===== config.mk =====
export PLATFORM = sky130hd
export DESIGN_NAME = gpps_port
export DESIGN_NICKNAME = d
export VERILOG_FILES = /design/src/core/gpps_pkg.sv /design/src/core/gpps_sync2.sv /design/src/core/gpps_pin_sense.sv /design/src/core/gpps_port.sv
export SDC_FILE = /design/constraint.sdc
export NUM_CORES = 1
export LEC_CHECK = 0
export BUFFER_PORTS_ARGS = -buffer_cell sky130_fd_sc_hd__buf_4
export CAP_MARGIN = 5
export CORE_ASPECT_RATIO = 1.75
export CORE_UTILIZATION = 50
export DETAILED_ROUTE_END_ITERATION = 10
export GPL_ROUTABILITY_DRIVEN = 0
export PLACE_DENSITY = 0.76
export REMOVE_ABC_BUFFERS = 1
export SYNTH_ARGS = -nofsm -noshare
export SYNTH_HDL_FRONTEND = slang
export SYNTH_HIERARCHICAL = 1
export SYNTH_SLANG_ARGS = --single-unit

===== constraint.sdc =====
create_clock -name clk_i -period 2.1 [get_ports clk_i]
set_input_delay 0.105 -clock clk_i [delete_from_list [all_inputs] [get_ports clk_i]]
set_output_delay 0.105 -clock clk_i [all_outputs]
set_load 0.01 [all_outputs]

===== src/core/gpps_pkg.sv =====
// Purpose: Constants and types shared by the eight-pin port block.
// Assumes: One 100 MHz clock, asynchronous active-low reset.
// Notes: Offsets are byte offsets inside the main and the virtual map.
//
// Operation
// Input value bit n reads pin n.
// Disabled input buffer stops sampling the pin.
// Writing input value toggles output bits.
// Flag set when pin matches sense setting.
// Write one clears flag, zero keeps.
// Port control bit 0 limits slew.
// Config bit 7 inverts input and output.
// Config bit 3 enables the pull-up.
// Sense 0x0: no interrupt, buffer on.
// Sense 0x1 both, 0x2 rise, 0x3 fall.
// Sense 0x4: interrupt and buffer off.
// Sense 0x5 flags low level; 0x6-0x7 reserved.
// Virtual offsets 0x00-0x03 alias main registers.
// Virtual direction bit enables pin driver.
// Virtual output bit sets driven level.
// Virtual input write toggles output bits.
// Virtual flag needs match and enabled sense.
// Virtual flag write one clears flag.
// Interrupt request holds while enabled flags set.
// No new recognition three cycles after flag.
// Event output is pin value or zero.
// Direction enables driver; input stays active.
// Pins pass two synchroniser flops first.

package gpps_pkg;

    localparam int unsigned PIN_COUNT = 8;
    localparam int unsigned ADDR_W = 5;
    localparam int unsigned PIN_IDX_W = 3;

    // ****************************************************************
    // Main port map.
    // ****************************************************************
    localparam logic [4:0] OFF_DIR = 5'h00;
    localparam logic [4:0] OFF_OUT = 5'h04;
    localparam logic [4:0] OFF_IN = 5'h08;
    localparam logic [4:0] OFF_FLAGS = 5'h09;
    localparam logic [4:0] OFF_PORT_CTRL = 5'h0A;
    localparam logic [4:0] OFF_PIN_CFG = 5'h10;
    localparam logic [4:0] PIN_CFG_IDX_MASK = 5'h07;

    // ****************************************************************
    // Virtual port map.
    // ****************************************************************
    localparam logic [4:0] VOFF_DIR = 5'h00;
    localparam logic [4:0] VOFF_OUT = 5'h01;
    localparam logic [4:0] VOFF_IN = 5'h02;
    localparam logic [4:0] VOFF_FLAGS = 5'h03;

    // ****************************************************************
    // Field positions and reset values.
    // ****************************************************************
    localparam int unsigned SLEW_BIT = 0;
    localparam int unsigned CFG_INVERT_BIT = 7;
    localparam int unsigned CFG_PULLUP_BIT = 3;
    localparam int unsigned CFG_SENSE_LSB = 0;
    localparam logic [7:0] BYTE_RESET = 8'h00;
    localparam logic [7:0] BYTE_ZERO = 8'h00;

    // Cycles during which a pin ignores a new match after being flagged.
    localparam logic [1:0] DEAD_CYCLES = 2'h3;
    localparam logic [1:0] DEAD_NONE = 2'h0;
    localparam logic [1:0] DEAD_STEP = 2'h1;

    typedef enum logic [2:0] {
        GPPS_SENSE_OFF = 3'h0,
        GPPS_SENSE_ANY_EDGE = 3'h1,
        GPPS_SENSE_RISE = 3'h2,
        GPPS_SENSE_FALL = 3'h3,
        GPPS_SENSE_BUF_OFF = 3'h4,
        GPPS_SENSE_LOW = 3'h5,
        GPPS_SENSE_RSV6 = 3'h6,
        GPPS_SENSE_RSV7 = 3'h7
    } gpps_sense_t;

    typedef struct packed {
        logic invert_io_en;
        logic pullup_en_a;
        gpps_sense_t sense_select;
    } gpps_pin_cfg_t;

    localparam gpps_pin_cfg_t PIN_CFG_RESET = '{1'b0, 1'b0, GPPS_SENSE_OFF};

endpackage


===== src/core/gpps_sync2.sv =====
// Purpose: Two-flop synchroniser for a group of pin levels.
// Assumes: Inputs arrive from outside the clock domain.
// Notes: Only the second stage leaves the module.

`timescale 1ns/1ps

module gpps_sync2 #(
    parameter int unsigned WIDTH = 8
) (
    input wire logic clk_i,
    input wire logic reset_n_i,
    input wire logic [WIDTH-1:0] async_i,
    output logic [WIDTH-1:0] sync_o
);

    typedef struct packed {
        logic [WIDTH-1:0] stage1;
        logic [WIDTH-1:0] stage2;
    } gpps_sync_state_t;

    gpps_sync_state_t st_q;
    gpps_sync_state_t st_d;

    // ****************************************************************
    // Two stages.
    // ****************************************************************
    always_comb
    begin
        st_d = st_q;
        // First stage capture.
        st_d.stage1 = async_i;
        st_d.stage2 = st_q.stage1;
    end

    always_ff @(posedge clk_i or negedge reset_n_i)
    begin
        if (!reset_n_i)
        begin
            st_q <= '0;
        end
        else
        begin
            st_q <= st_d;
        end
    end

    assign sync_o = st_q.stage2;

endmodule


===== src/core/gpps_pin_sense.sv =====
// Purpose: Edge and level sense with a sticky flag for one pin.
// Assumes: The level input is synchronised, inverted and gated already.
// Notes: A hardware set wins over a clear in the same cycle.

`timescale 1ns/1ps

module gpps_pin_sense (
    input wire logic clk_i,
    input wire logic reset_n_i,
    input wire logic level_i,
    input wire gpps_pkg::gpps_sense_t sense_i,
    input wire logic clear_i,
    output logic flag_o
);

    typedef struct packed {
        logic prev;
        logic flag;
        logic [1:0] dead;
    } gpps_sense_state_t;

    gpps_sense_state_t st_q;
    gpps_sense_state_t st_d;
    logic rise;
    logic fall;
    logic match;

    // ****************************************************************
    // Match detection.
    // ****************************************************************
    assign rise = level_i & ~st_q.prev;
    assign fall = ~level_i & st_q.prev;

    always_comb
    begin
        match = 1'b0;
        case (sense_i)
            // Edge selection.
            gpps_pkg::GPPS_SENSE_ANY_EDGE: match = rise | fall;
            gpps_pkg::GPPS_SENSE_RISE: match = rise;
            gpps_pkg::GPPS_SENSE_FALL: match = fall;
            // Low level sense.
            gpps_pkg::GPPS_SENSE_LOW: match = ~level_i;
            // Disabled sense codes.
            default: match = 1'b0;
        endcase
    end

    // ****************************************************************
    // Flag and dead time.
    // ****************************************************************
    always_comb
    begin
        st_d = st_q;
        st_d.prev = level_i;
        if (st_q.dead != gpps_pkg::DEAD_NONE)
        begin
            st_d.dead = st_q.dead - gpps_pkg::DEAD_STEP;
        end
        // Write one clears flag.
        if (clear_i)
        begin
            st_d.flag = 1'b0;
        end
        // Dead time gate.
        if (match && st_q.dead == gpps_pkg::DEAD_NONE)
        begin
            // Flag on match.
            st_d.flag = 1'b1;
            st_d.dead = gpps_pkg::DEAD_CYCLES;
        end
    end

    always_ff @(posedge clk_i or negedge reset_n_i)
    begin
        if (!reset_n_i)
        begin
            st_q <= '0;
        end
        else
        begin
            st_q <= st_d;
        end
    end

    assign flag_o = st_q.flag;

endmodule


===== src/core/gpps_port.sv =====
// Purpose: Eight-pin port with input sense flags and a virtual alias map.
// Assumes: Single-cycle register port, reads answered one cycle later.
// Notes: Pin inputs are synchronised before any use.

`timescale 1ns/1ps

module gpps_port (
    input wire logic clk_i,
    input wire logic reset_n_i,
    input wire logic reg_wr_i,
    input wire logic reg_rd_i,
    input wire logic reg_virt_i,
    input wire logic [4:0] reg_addr_i,
    input wire logic [7:0] reg_wdata_i,
    output logic [7:0] reg_rdata_o,
    input wire logic [7:0] pin_in_i,
    output logic [7:0] pin_out_o,
    output logic [7:0] pin_oe_n_o,
    output logic [7:0] pullup_en_a_o,
    output logic slew_limit_en_o,
    output logic [7:0] event_o,
    output logic irq_o
);

    typedef struct packed {
        logic [7:0] dir;
        logic [7:0] out;
        logic slew;
        gpps_pkg::gpps_pin_cfg_t [7:0] cfg;
        logic [7:0] rdata;
        logic [7:0] drive;
        logic [7:0] drive_oe_n;
        logic [7:0] events;
    } gpps_port_state_t;

    localparam gpps_port_state_t STATE_RESET = '{
        dir: gpps_pkg::BYTE_RESET,
        out: gpps_pkg::BYTE_RESET,
        slew: 1'b0,
        cfg: {gpps_pkg::PIN_COUNT{gpps_pkg::PIN_CFG_RESET}},
        rdata: gpps_pkg::BYTE_RESET,
        drive: gpps_pkg::BYTE_RESET,
        drive_oe_n: ~gpps_pkg::BYTE_RESET,
        events: gpps_pkg::BYTE_RESET
    };

    gpps_port_state_t st_q;
    gpps_port_state_t st_d;

    logic [7:0] pin_sync;
    logic [7:0] buf_en;
    logic [7:0] sense_en;
    logic [7:0] in_value;
    logic [7:0] flags;
    logic [7:0] flag_clr;
    logic [7:0] out_tgl;
    logic cfg_hit;
    logic [2:0] cfg_idx;

    // ****************************************************************
    // Pin synchroniser.
    // ****************************************************************
    // Two flops on every pin.
    gpps_sync2 #(
        .WIDTH(gpps_pkg::PIN_COUNT)
    ) u_sync (
        .clk_i(clk_i),
        .reset_n_i(reset_n_i),
        .async_i(pin_in_i),
        .sync_o(pin_sync)
    );

    // ****************************************************************
    // Input path.
    // ****************************************************************
    always_comb
    begin
        for (int n = 0; n < gpps_pkg::PIN_COUNT; n++)
        begin
            // Buffer off code.
            buf_en[n] = st_q.cfg[n].sense_select != gpps_pkg::GPPS_SENSE_BUF_OFF;
            // Interrupt source codes.
            sense_en[n] = (st_q.cfg[n].sense_select == gpps_pkg::GPPS_SENSE_ANY_EDGE)
                || (st_q.cfg[n].sense_select == gpps_pkg::GPPS_SENSE_RISE)
                || (st_q.cfg[n].sense_select == gpps_pkg::GPPS_SENSE_FALL)
                || (st_q.cfg[n].sense_select == gpps_pkg::GPPS_SENSE_LOW);
            // Pin level with inversion; gated when buffer off.
            in_value[n] = buf_en[n] & (pin_sync[n] ^ st_q.cfg[n].invert_io_en);
        end
    end

    // ****************************************************************
    // Sense per pin.
    // ****************************************************************
    for (genvar g = 0; g < gpps_pkg::PIN_COUNT; g++)
    begin : g_sense
        gpps_pin_sense u_sense (
            .clk_i(clk_i),
            .reset_n_i(reset_n_i),
            .level_i(in_value[g]),
            .sense_i(st_q.cfg[g].sense_select),
            .clear_i(flag_clr[g]),
            .flag_o(flags[g])
        );
    end

    // ****************************************************************
    // Address decode.
    // ****************************************************************
    assign cfg_hit = !reg_virt_i
        && ((reg_addr_i & ~gpps_pkg::PIN_CFG_IDX_MASK) == gpps_pkg::OFF_PIN_CFG);
    assign cfg_idx = reg_addr_i[gpps_pkg::PIN_IDX_W-1:0];

    // ****************************************************************
    // Register writes.
    // ****************************************************************
    always_comb
    begin
        flag_clr = gpps_pkg::BYTE_ZERO;
        out_tgl = gpps_pkg::BYTE_ZERO;
        st_d = st_q;
        if (reg_wr_i)
        begin
            if (reg_virt_i)
            begin
                // Virtual alias writes.
                case (reg_addr_i)
                    // Virtual direction.
                    gpps_pkg::VOFF_DIR: st_d.dir = reg_wdata_i;
                    // Virtual output level.
                    gpps_pkg::VOFF_OUT: st_d.out = reg_wdata_i;
                    // Virtual input toggles.
                    gpps_pkg::VOFF_IN: out_tgl = reg_wdata_i;
                    // Virtual flag clear.
                    gpps_pkg::VOFF_FLAGS: flag_clr = reg_wdata_i;
                    default: out_tgl = gpps_pkg::BYTE_ZERO;
                endcase
            end
            else if (cfg_hit)
            begin
                // Inversion bit store.
                st_d.cfg[cfg_idx].invert_io_en = reg_wdata_i[gpps_pkg::CFG_INVERT_BIT];
                // Pull-up bit store.
                st_d.cfg[cfg_idx].pullup_en_a = reg_wdata_i[gpps_pkg::CFG_PULLUP_BIT];
                st_d.cfg[cfg_idx].sense_select = gpps_pkg::gpps_sense_t'(
                    reg_wdata_i[gpps_pkg::CFG_SENSE_LSB +: 3]);
            end
            else
            begin
                case (reg_addr_i)
                    gpps_pkg::OFF_DIR: st_d.dir = reg_wdata_i;
                    gpps_pkg::OFF_OUT: st_d.out = reg_wdata_i;
                    // Input write toggles output.
                    gpps_pkg::OFF_IN: out_tgl = reg_wdata_i;
                    // Flag clear by one.
                    gpps_pkg::OFF_FLAGS: flag_clr = reg_wdata_i;
                    // Slew limit bit.
                    gpps_pkg::OFF_PORT_CTRL: st_d.slew = reg_wdata_i[gpps_pkg::SLEW_BIT];
                    default: out_tgl = gpps_pkg::BYTE_ZERO;
                endcase
            end
        end
        st_d.out = st_d.out ^ out_tgl;

        // ************************************************************
        // Pin drive.
        // ************************************************************
        for (int n = 0; n < gpps_pkg::PIN_COUNT; n++)
        begin
            // Output inversion.
            st_d.drive[n] = st_d.out[n] ^ st_d.cfg[n].invert_io_en;
        end
        // Direction enables the driver only.
        st_d.drive_oe_n = ~st_d.dir;
        // Event follows gated input value.
        st_d.events = in_value;

        // ************************************************************
        // Register reads.
        // ************************************************************
        if (reg_rd_i)
        begin
            st_d.rdata = gpps_pkg::BYTE_ZERO;
            if (reg_virt_i)
            begin
                case (reg_addr_i)
                    gpps_pkg::VOFF_DIR: st_d.rdata = st_q.dir;
                    gpps_pkg::VOFF_OUT: st_d.rdata = st_q.out;
                    gpps_pkg::VOFF_IN: st_d.rdata = in_value;
                    gpps_pkg::VOFF_FLAGS: st_d.rdata = flags;
                    default: st_d.rdata = gpps_pkg::BYTE_ZERO;
                endcase
            end
            else if (cfg_hit)
            begin
                st_d.rdata[gpps_pkg::CFG_INVERT_BIT] = st_q.cfg[cfg_idx].invert_io_en;
                st_d.rdata[gpps_pkg::CFG_PULLUP_BIT] = st_q.cfg[cfg_idx].pullup_en_a;
                st_d.rdata[gpps_pkg::CFG_SENSE_LSB +: 3] = st_q.cfg[cfg_idx].sense_select;
            end
            else
            begin
                case (reg_addr_i)
                    gpps_pkg::OFF_DIR: st_d.rdata = st_q.dir;
                    gpps_pkg::OFF_OUT: st_d.rdata = st_q.out;
                    // Input value read.
                    gpps_pkg::OFF_IN: st_d.rdata = in_value;
                    gpps_pkg::OFF_FLAGS: st_d.rdata = flags;
                    gpps_pkg::OFF_PORT_CTRL: st_d.rdata[gpps_pkg::SLEW_BIT] = st_q.slew;
                    default: st_d.rdata = gpps_pkg::BYTE_ZERO;
                endcase
            end
        end
    end

    // ****************************************************************
    // State register.
    // ****************************************************************
    always_ff @(posedge clk_i or negedge reset_n_i)
    begin
        if (!reset_n_i)
        begin
            st_q <= STATE_RESET;
        end
        else
        begin
            st_q <= st_d;
        end
    end

    // ****************************************************************
    // Outputs.
    // ****************************************************************
    always_comb
    begin
        for (int n = 0; n < gpps_pkg::PIN_COUNT; n++)
        begin
            // Pull-up enable per pin.
            pullup_en_a_o[n] = st_q.cfg[n].pullup_en_a;
        end
    end

    assign reg_rdata_o = st_q.rdata;
    assign pin_out_o = st_q.drive;
    assign pin_oe_n_o = st_q.drive_oe_n;
    // Slew limit for all pins.
    assign slew_limit_en_o = st_q.slew;
    assign event_o = st_q.events;
    // Request while enabled flags set.
    assign irq_o = |(flags & sense_en);

endmodule


==> results summary, run 1 <==
Broken down by cell family, the worst path's largest delay share belongs to simple AND/OR/NAND/NOR gates. Clock-pin slew was measured on the worst setup and hold paths at 0.06 ns. The number of clock buffers added by TritonCTS is 17. The vertical extent of the die came out at 164 µm. The routed wire length per instance is 21.6 µm. In the layout the commonest cells are dfrtp_1 (129), buf_4 (113), inv_1 (60).

Counting I/O delays and the setup requirement, the final critical path takes 1.98 ns. The type of the setup path with the least slack is flip-flop to flip-flop. The slew at the pin closest to its max-slew limit came out at 0.554 ns. In this run the tightest slew margin relative to its limit is 63.0%. The share of flip-flops with an asynchronous set or reset came out at 100%. The area fraction of the dominant cell type after synthesis came out at 43.2%.

For this block, the routed nets add up to 19,800 µm of wire. The number of enable-type register cells in the synthesized netlist came out at 0. The signal on the critical path passes through nor3b_1 -> nor2_2 -> ha_1 -> mux2_4 -> o221ai_2 -> mux2i_1. The max-capacitance violation count is 0.

The final setup violation count came out at 0. TritonCTS built the clock tree. Yosys printed 6 warnings. The cell depth of the worst flop-to-flop path came out at 6. For this design the static power due to leakage is 4.16 nW.

The layout has 1,127 filler cells. The largest stage delay on the critical path came out at 0.46 ns. The via count of the first global-routing pass came to 5,790. The completed layout was analyzed and its total power is 9.61 mW. Counting every instance in the synthesized netlist gives 640. The boundary pin count is 68. The first-pass GRT wire length came out at 30,800 µm.

The area growth from synthesis to layout is 19.4%. The number of input and output port buffers inserted came out at 67. Leaving out fill and tap cells, the most frequent cell in the layout is dfrtp_1. The proportion of layout cells with a drive suffix above 1 came out at 36.8%. The worst register-to-register path ends at g_sense[5].u_sense/st_q[1]. The first detailed-routing pass took 5 iterations. The post-route clock skew came out at 0.00956 ns. Once detailed placement completed, the half-perimeter wirelength came to 14,400 µm. The post-placement worst setup slack is 0.0597 ns.

STA classifies the critical path startpoint as a flip-flop. The cell type with the largest total area after synthesis is dfrtp_1. The flow ran to the end, and the final reports show no timing, DRC or antenna violations.

The critical path contains buffers and inverters numbering 0 combined. Once detail routing completed, the nets flagged for antenna violations numbered 0. In the synthesized netlist the dominant register cell turns out to be dfrtp_1. Hold timing on the final database bottoms out at a slack of 0.0674 ns. Counting flops and latches in the post-synthesis netlist gives 137. The cell area power density is 1080 nW/µm². The count of inserted antenna diode cells is 0. The initial cell density of the core came out at 51.5%.

The sequential share of the synthesized area came out at 46.0%. In this run the horizontal extent of the chip is 94.5 µm. In the routed layout, each cell is associated on average with a via count of 6.00. In this run the number of H-tree levels came out at 4. The total number of nets in the final design is 773. The fraction of the core area covered by cells at the end of the flow came out at 61.5%. In the routed design, unresolved DRC markers number 0.

The tree is rooted in a clkbuf_16. The global route total overflow came out at 0. In this run the deepest clock path goes through 2 buffers. The worst-case IR drop observed on VDD is 0.000555 V. STA puts the critical path data arrival time at 2.32 ns. The maximum fanout along the worst path is 6. The final hold violation count is 0. Row generation in the floorplan step produced 58 rows. Per report_power, the sequential group accounts for 38.5% of the total.

The internal power consumption came out at 6.66 mW. STA classifies the critical path endpoint as a flip-flop. The count of different cell masters after synthesis is 66. The share of power burned in combinational logic is 29.5%. The net switching component of the power came out at 2.95 mW. The initial antenna violation count came out at 0. After synthesis, the mean cell area works out to 11.7 µm². The floorplan step defined a die boundary enclosing 15,500 µm².

The post-synth design cell area is 7480 µm². The type of the most critical hold path is primary input to flip-flop. The critical path depth in cells is 6. The timing-limited maximum frequency came out at 506 MHz. The pin count of the biggest net entering global routing came out at 56. The total via count in the routed design is 5,493. The number of violations reported at the end of detailed-routing iteration 0 is 552. The clock sink total is 137.

The clock latency on the worst-skew pair is 0.42 ns. The final max-slew violation count came to 0. On the critical path, the stage with the largest delay is an instance of dfrtp_1.

The critical path ends at g_sense[5].u_sense/st_q[1]. The critical path data required time came out at 2.44 ns. The final clock period utilization by the worst path came out at 94.1%. Across all setup checks in the final design, the least slack found is 0.123 ns. In the global route stage, overall resource usage came out at 27.4%. The worst setup slack for register-to-register paths came out at 0.12 ns. Net switching is 30.7% of the power.

In this run, the clock network consumes 32.1% of the power. The core footprint is 14,500 µm². Yosys attributes the largest share of cell area to dfrtp_1 (43%), mux2_2 (7.1%), buf_4 (4.2%), ha_1 (4.0%), mux2i_1 (3.2%).
==> power by group through the flow <==
| stage | Sequential [mW] | Combinational [mW] | Clock (mW) |
|---|---|---|---|
| after detailed placement | 3.72 | 2.79 | 0 |
| after global routing | 3.74 | 3.09 | 3.23 |
| after CTS | 3.68 | 2.83 | 3.13 |
| after global placement | 3.70 | 2.62 | 0 |
| after floorplan | 3.66 | 1.75 | 0 |
| final | 3.70 | 2.83 | 3.08 |
==> cell type report <==
type / instances / area, µm² / share of cell area, %
Clock inverter: 11 / 145 / 1.63
Sequential cell: 137 / 3440 / 38.5
Inverter: 60 / 225 / 2.52
Clock buffer: 21 / 470 / 5.27
Multi-Input combinational cell: 380 / 3430 / 38.4
Tap cell: 180 / 225 / 2.52
Timing Repair Buffer: 127 / 1000 / 11.2
==> worst register-to-register path: stages (launching register included) <==
cell and delay (ns):
dfrtp_1 0.46, nor3b_1 0.35, nor2_2 0.14, ha_1 0.29
mux2_4 0.28, o221ai_2 0.18, mux2i_1 0.20
==> kinds of logic after synthesis <==
kind of cell | share of synthesized area, %
DFF | 46.0
adders and majority gates | 4.01
and+or+nand+nor | 9.88
buffers and inverters | 8.50
AOI/OAI and AO/OA | 12.2
xor gates and xnor gates | 1.87
muxes | 17.5
==> synth_stat cells (all sizes together) (3+ instances only) <==
| library cell | n |
|---|---|
| nand3 | 9 |
| nor3 | 13 |
| nand2 | 15 |
| dfrtp | 129 |
| a31o | 4 |
| a22oi | 7 |
| xnor2 | 8 |
| o211a | 4 |
| o2111ai | 3 |
| o21a | 4 |
| clkbuf | 12 |
| nor3b | 7 |
| inv | 60 |
| nand2b | 22 |
| dfstp | 8 |
| a31oi | 4 |
| buf | 51 |
| mux2 | 64 |
| a22o | 10 |
| a221o | 3 |
| o22ai | 17 |
| mux4 | 8 |
| o32ai | 4 |
| o221ai | 9 |
| and3 | 5 |
| a221oi | 3 |
| mux2i | 32 |
| a211oi | 4 |
| o221a | 3 |
| xor2 | 8 |
| nor2b | 6 |
| o21ai | 6 |
| ha | 24 |
| nor2 | 27 |
| a21oi | 12 |
| and2 | 10 |
==> per-layer routing <==
metal	GRT usage [%]	vias to the layer above	wire length (µm)
met5	0	-	0
met1	30.3	2694	7080
met2	45.1	289	9930
met4	22.4	0	1540
li1	-	2411	-
met3	5.19	99	1260
==> what timing repair did <==
action                                  4_1_cts  5_1_grt
hold endpoints to repair                     58        0
endpoints found under the setup margin        0        8
gates resized for setup                       0        5
setup buffers                                 0        0
hold buffers                                 12        0
==> through the flow <==
step,area [µm²],setup TNS (ns),cells
after floorplan,7070,0,577
after global routing,8930,-0.00804,916
after detailed placement,8180,0,872
after CTS,8910,0,916
final,8930,0,916
after global placement,8180,0,872
==> worst min-delay path by stage <==
stage,slack (ns),cells past startpoint,to,from
floorplan,-0.19,0,async pin,reset_n_i
global placement,0.06,1,u_sync/st_d[2],reset_n_i
detailed placement,0.07,1,u_sync/st_d[2],reset_n_i
CTS,0.04,2,st_q[80],reg_wdata_i[7]
global route,0.07,2,st_q[80],reg_wdata_i[7]
finish,0.07,2,st_q[80],reg_wdata_i[7]
Note: power is estimated with default switching activity, not from simulation.
==> inputs of run 2 (changes only) <==
- ABC_AREA: unset -> 1
==> run 2 against run 1 <==
Register-to-register slack improved by 0.05 ns. Core utilization is 2.0 points lower. Critical path depth is 5 higher. Synthesized cell count is 65% higher.
==> results summary, run 2 <==
For the pin with the worst max-slew slack, the measured transition is 0.611 ns. After synthesis, the share of flip-flops with an asynchronous set or reset is 100%. The setup slack of the critical path after layout is 0.173 ns. The post-route setup TNS came out at 0 ns. The layout filler cell count came out at 1,352. For the worst-skew pair, the clock arrives at the later sink with an insertion delay of 0.42 ns. The proportion of layout cells with a drive suffix above 1 is 16.1%.

In this run the worst hold path is classified as primary input to flip-flop. The global route total overflow came out at 0. The area fraction of the dominant cell type after synthesis is 41.0%.

The total routed wirelength came out at 22,600 µm. The initial antenna violation count came to 0. Overall power consumption after layout is estimated at 9.17 mW. The worst setup path is captured at a flip-flop. CTS built an H-tree with a depth of 4. The repair_antennas step left the layout with diodes totalling 0. The boundary pin count came out at 68. For this block, the via count after detailed routing is 7,137. Dividing the detail-routed via count by the number of cells gives 5.40. Setup repair after global routing left no endpoint under its margin. The relative slew slack is 59.1%.

The synthesized instance count is 1,056. The clock slew seen by the registers of the worst setup and hold paths is 0.06 ns. Excluding fillers, the count of instances in the completed layout stands at 1,322. The count of antenna-violating nets left after detailed routing came out at 0. The count of buffers added on input and output ports is 67. Once placement finished, the instance area stood at 8450 µm². The core footprint is 15,400 µm².

CTS placed an instance of clkbuf_16 at the clock tree root. The post-placement worst setup slack is 0.179 ns. The CTS tree is built.

The total clock buffers created by CTS is 17. The final max-slew violation count is 0. The routed wire length per instance is 17.1 µm. The final setup violation count came out at 0. Among all cell types in the netlist, the one instantiated most often is nand2_1.

The number of violations reported at the end of detailed-routing iteration 0 is 655. The floorplan row count is 60. The worst setup path is of the flip-flop to flip-flop kind. After routing the design area is 9160 µm². The number of enable-type register cells in the synthesized netlist is 0.

The post-synth design cell area is 7870 µm². Relative to the synthesized area, the layout overhead comes to 16.5%. The library cell used most frequently in the layout, excluding fill and tap cells, is nand2_1. The final hold violation count is 0.

By area the synthesized netlist is led by dfrtp_1 (41%), nand2_1 (16%), inv_1 (8.2%), nand3_1 (5.5%), buf_4 (3.9%). The floorplan die area is 16,300 µm². The overall track demand over capacity in global routing came out at 29.0%. The worst slack on hold paths came out at 0.0153 ns.

In the layout the commonest cells are nand2_1 (330), inv_1 (171), dfrtp_1 (129). Max-cap violations in this run came to 0. The final critical path takes up 91.8% of the cycle. The sequential share of the synthesized area came out at 43.7%. The pin count of the biggest net entering global routing came out at 56. The post-CTS setup buffer count is 0. Ranked by instance count, the synthesized netlist is headed by nand2_1 (330), inv_1 (171), dfrtp_1 (129). The width of the chip came out at 96.8 µm. Timing would allow up to 519 MHz.

The first-pass iteration count of the detailed router came out at 8. At the worst endpoint, the arrival time is 2.24 ns. The DRC violations left came out at 0. The count of different cell masters after synthesis came out at 33. The cell type with the largest total area after synthesis is dfrtp_1. The initial cell density of the core came out at 51.1%. The run finished with clean final reports.

The post-route clock skew came out at 0.00715 ns. In this run the static leakage power is 4.85 nW. The clock sink total is 137. Detailed placement finished with a half-perimeter wire length of 16,400 µm. The startpoint type of the worst setup path is a flip-flop. The cell area power density came out at 1000 nW/µm².

The via count of the first global-routing pass came out at 6,968. At the end of the flow the core is filled with cells to 59.5%. The time the final worst path needs with I/O delays and setup came out at 1.93 ns.

The first-pass GRT wire length came out at 35,900 µm. The total number of nets in the final design came out at 1,174. Including well taps, the total number of placed cells is 1,280. The average cell area after synthesis came out at 7.45 µm². The maximum fanout along the worst path came out at 5. The most used flip-flop cell after synthesis is dfrtp_1. IR analysis of the VDD net gives a maximum drop of 0.000542 V. For this run, the number of Yosys warnings is 6. The register bit total from synthesis is 137. In this run the vertical extent of the chip is 168 µm.

The critical path data required time came out at 2.41 ns. Counting along the longest clock path gives a buffer depth of 2.
==> run 2: cell count changes after synthesis, sizes merged, moves of 11 or more <==
cell    delta
o21ai     +63
nand2    +325
mux2      -64
nor3      -11
inv      +118
nor2      +67
nand2b    -22
a21oi     +19
mux2i     -32
nand3     +89
==> run 2: metal layers <==
layer / vias up / share of wire (%) / wire length (µm) / GRT usage (%)
met5: - / 0 / 0 / 0
met4: 0 / 8.5 / 1920 / 23.4
met3: 121 / 6.4 / 1460 / 6.10
met2: 307 / 49 / 11200 / 48.3
met1: 3331 / 36 / 8080 / 31.8
li1: 3378 / - / - / -
==> run 2: path summary, 6_finish.rpt <==
path | from | endpoint | slack [ns] | cells past startpoint
setup / recovery | st_q[66] | g_sense[6].u_sense/st_q[1] | 0.17 | 11
hold / removal | reg_rd_i | reg_rdata_o[6] | 0.02 | 3
setup reg to reg | st_q[66] | g_sense[6].u_sense/st_q[1] | 0.17 | 11
hold reg to reg | u_sync/st_d[6] | u_sync/sync_o[6] | 0.35 | 0
max in group asynchronous | reset_n_i | pin_oe_n_o[0] | 1.32 | 3
min in group asynchronous | reset_n_i | g_sense[3].u_sense/st_q[3] | 0.11 | 2
==> run 2: logic make-up after synthesis <==
logic type / count (synthesis) / share of synthesized area (%)
simple gates: 544 / 31.1
buf+inv: 234 / 13.4
flops: 137 / 43.7
compound gates: 117 / 8.00
fa+ha+maj: 24 / 3.82
==> run 2: power breakdown <==
group	internal (mW)	total, mW	switching (mW)
clock	1.87	3.06	1.19
sequential	3.20	3.67	0.468
combinational	0.957	2.43	1.48
total	6.03	9.17	3.14
==> run 2: area by class of cell <==
cell class	instances	area (µm²)	share of cell area [%]
inverter	178	668	7.29
tap	186	233	2.54
sequential	137	3440	37.5
clock inverter	14	173	1.88
multi-input combinational	685	3380	36.9
clock buffer	17	425	4.64
timing repair buffer	105	845	9.22
==> run 2: worst max-delay path, stage by stage (launching register included) <==
cell	delay, ns
dfrtp_1	0.47
or2_2	0.33
nand3_1	0.14
inv_1	0.11
ha_1	0.29
nand2_1	0.05
nand2_1	0.05
nand2_1	0.06
nand3_1	0.13
nand2_1	0.09
nand2_1	0.06
nand2_1	0.05
==> run 2: what timing repair did <==
| item | CTS | global route |
|---|---|---|
| endpoints found under the hold margin | 141 | 0 |
| gates resized for setup | 0 | 2 |
| setup endpoints to repair | 0 | 4 |
| hold buffers | 11 | 0 |
==> inputs of run 3 (changes only) <==
- clock period: 2.1 -> 1.9 ns (I/O delays scaled with it)
==> run 3 against run 2 <==
Core utilization up 1.8 points. First-iteration DRC count up 3.5%. Count of clock-buffer cells in the layout up 4.
==> results summary, run 3 (synthesis results as in run 2) <==
The run finished with clean final reports. The post-route clock skew is 0.00915 ns. The setup path with the least slack is of type flip-flop to primary output. The most frequent standard cell in the layout excluding fill and tap cells is nand2_1. The die is 168 µm tall. Setup violations remaining at the end of the flow were counted as 0.

The number of violations reported at the end of detailed-routing iteration 0 came out at 678. The first detailed-routing pass took 5 iterations. The routed wire length per instance came out at 16.2 µm. The post-route setup TNS is 0 ns.

In this run the critical register-to-register path is launched from u_sync/sync_o[6]. The max-capacitance violation count came out at 0. In this run the critical register-to-register path is captured at g_sense[6].u_sense/st_q[0]. The cell area power density is 1080 nW/µm².

The total power consumption of the routed design came out at 10.2 mW. The cell at the root of the clock tree is clkbuf_16. The via count of the first global-routing pass came out at 7,041. At the worst endpoint, the arrival time is 1.76 ns.

Buffers inserted during clock tree synthesis total 17. The detailed placer's ending HPWL came out at 16,400 µm. The count of inserted antenna diode cells is 0.

The final hold violation count is 0. The cell area after placement is 8650 µm². At the worst endpoint, the required time is 1.80 ns. The worst-case vdd ir drop is 0.000651 V. The worst slack on hold paths is 0.0127 ns. The global route total overflow came out at 0. After clock tree synthesis, the clock-pin slew on the worst setup and hold paths is 0.06 ns. The boundary pin count is 68. The timing-limited maximum frequency came out at 540 MHz. After detailed routing, the number of remaining DRC violations is 0. The total via count in the routed design came out at 7,182.

The number of input and output port buffers inserted is 67. Setup repair after global routing left no endpoint under its margin. The worst path uses 97.4% of the clock period. The area of all placed cells without fillers is 9440 µm². The total routed wirelength came out at 22,000 µm. The capture point of the critical path is irq_o. Setup slack closes at 0.0493 ns. Clock tree synthesis found a total of 137 sinks. The initial cell density of the core is 51.1%. The cell total after placement is 1,309. The floorplan has 60 rows. The area growth from synthesis to layout is 19.9%. At the pin with the least slew margin, the transition time is 0.591 ns. The maximum fanout along the worst path came out at 4. The core footprint came out at 15,400 µm². The proportion of layout cells with a drive suffix above 1 is 19.5%. Measured along the x axis, the die boundary spans 96.8 µm. The endpoint kind of the worst setup timing path is a primary output. In the layout the commonest cells are nand2_1 (330), inv_1 (168), dfrtp_1 (125), buf_4 (125), nand3_1 (82). Measured against its own limit, the worst slew margin works out to 60.6%.

The time the final worst path needs with I/O delays and setup is 1.85 ns. The number of buffers between clock root and the deepest sink came out at 2. Summed over all cells, the static leakage comes to 5.01 nW.

The final max-slew violation count is 0. The min-delay analysis places its worst path in the category primary input to flip-flop. The fraction of the core area covered by cells at the end of the flow came out at 61.3%.

TritonCTS built the clock tree. Timing analysis after detailed placement gives a worst setup slack of 0.0588 ns. After the last flow step, the layout net total stands at 1,207. The H-tree was split into 4 levels.

The cell depth of the worst flop-to-flop path came out at 11. The worst setup path is launched from a flip-flop. In this run the remaining antenna-violating nets after routing total 0. The worst setup slack for register-to-register paths came out at 0.16 ns. The overall track demand over capacity in global routing came out at 28.2%. The initial antenna violation count came to 0. The vias per cell came out at 5.30.

The count of cells in the finished layout, fillers not included, comes to 1,356. The pin count of the biggest net entering global routing is 61. The first global-routing pass estimated 35,300 µm of wire. The die covers 16,300 µm². Clock latency on the worst-skew pair, taken at its later pin, is 0.42 ns.
run 3: critical path, cell delays in order, from the launching register on:
cell     delay [ns]
dfrtp_2        0.42
nor2_1         0.14
a21oi_1        0.08
a22o_1         0.21
nor2_1         0.11
nand4_1        0.17
buf_4          0.20
run 3: worst min-delay path by stage:
stage	from	end	slack [ns]	depth (start not counted)
3_5_place_dp	reset_n_i	u_sync/st_d[1]	0.10	1
3_3_place_gp	reset_n_i	g_sense[1].u_sense/st_q[0]	0.11	1
5_1_grt	reg_rd_i	reg_rdata_o[6]	0.03	3
6_report	reg_rd_i	reg_rdata_o[6]	0.01	3
2_1_floorplan	reset_n_i	async pin	-0.20	0
4_1_cts	reg_rd_i	reg_rdata_o[6]	0.004	3
run 3: routing by layer:
| layer | global-route usage [%] | wire, µm | up-vias |
|---|---|---|---|
| li1 | - | - | 3441 |
| met1 | 30.7 | 8010 | 3338 |
| met2 | 47.5 | 10900 | 294 |
| met3 | 5.31 | 1180 | 109 |
| met4 | 22.9 | 1830 | 0 |
| met5 | 0 | 0 | - |
run 3: final cells by class:
| cell class | instances | area (µm²) |
|---|---|---|
| Multi-Input combinational cell | 685 | 3400 |
| Tap cell | 186 | 233 |
| Clock inverter | 11 | 146 |
| Timing Repair Buffer | 138 | 1080 |
| Inverter | 178 | 668 |
| Fill cell | 1332 | 5950 |
| Clock buffer | 21 | 460 |
| Sequential cell | 137 | 3440 |
run 3: repair_timing:
item	in CTS	in global routing
hold buffers	11	0
buffers inserted	0	4
gates resized for setup	0	15
endpoints found under the hold margin	60	0
endpoints found under the setup margin	0	13
run 3: report_power, final:
| part | total [mW] | switching (mW) | leakage (nW) | internal (mW) |
|---|---|---|---|---|
| Clock | 3.38 | 1.25 | 0.293 | 2.13 |
| Sequential | 4.00 | 0.455 | 1.65 | 3.54 |
| Combinational | 2.85 | 1.71 | 3.07 | 1.15 |
| Total | 10.2 | 3.41 | 5.01 | 6.82 |
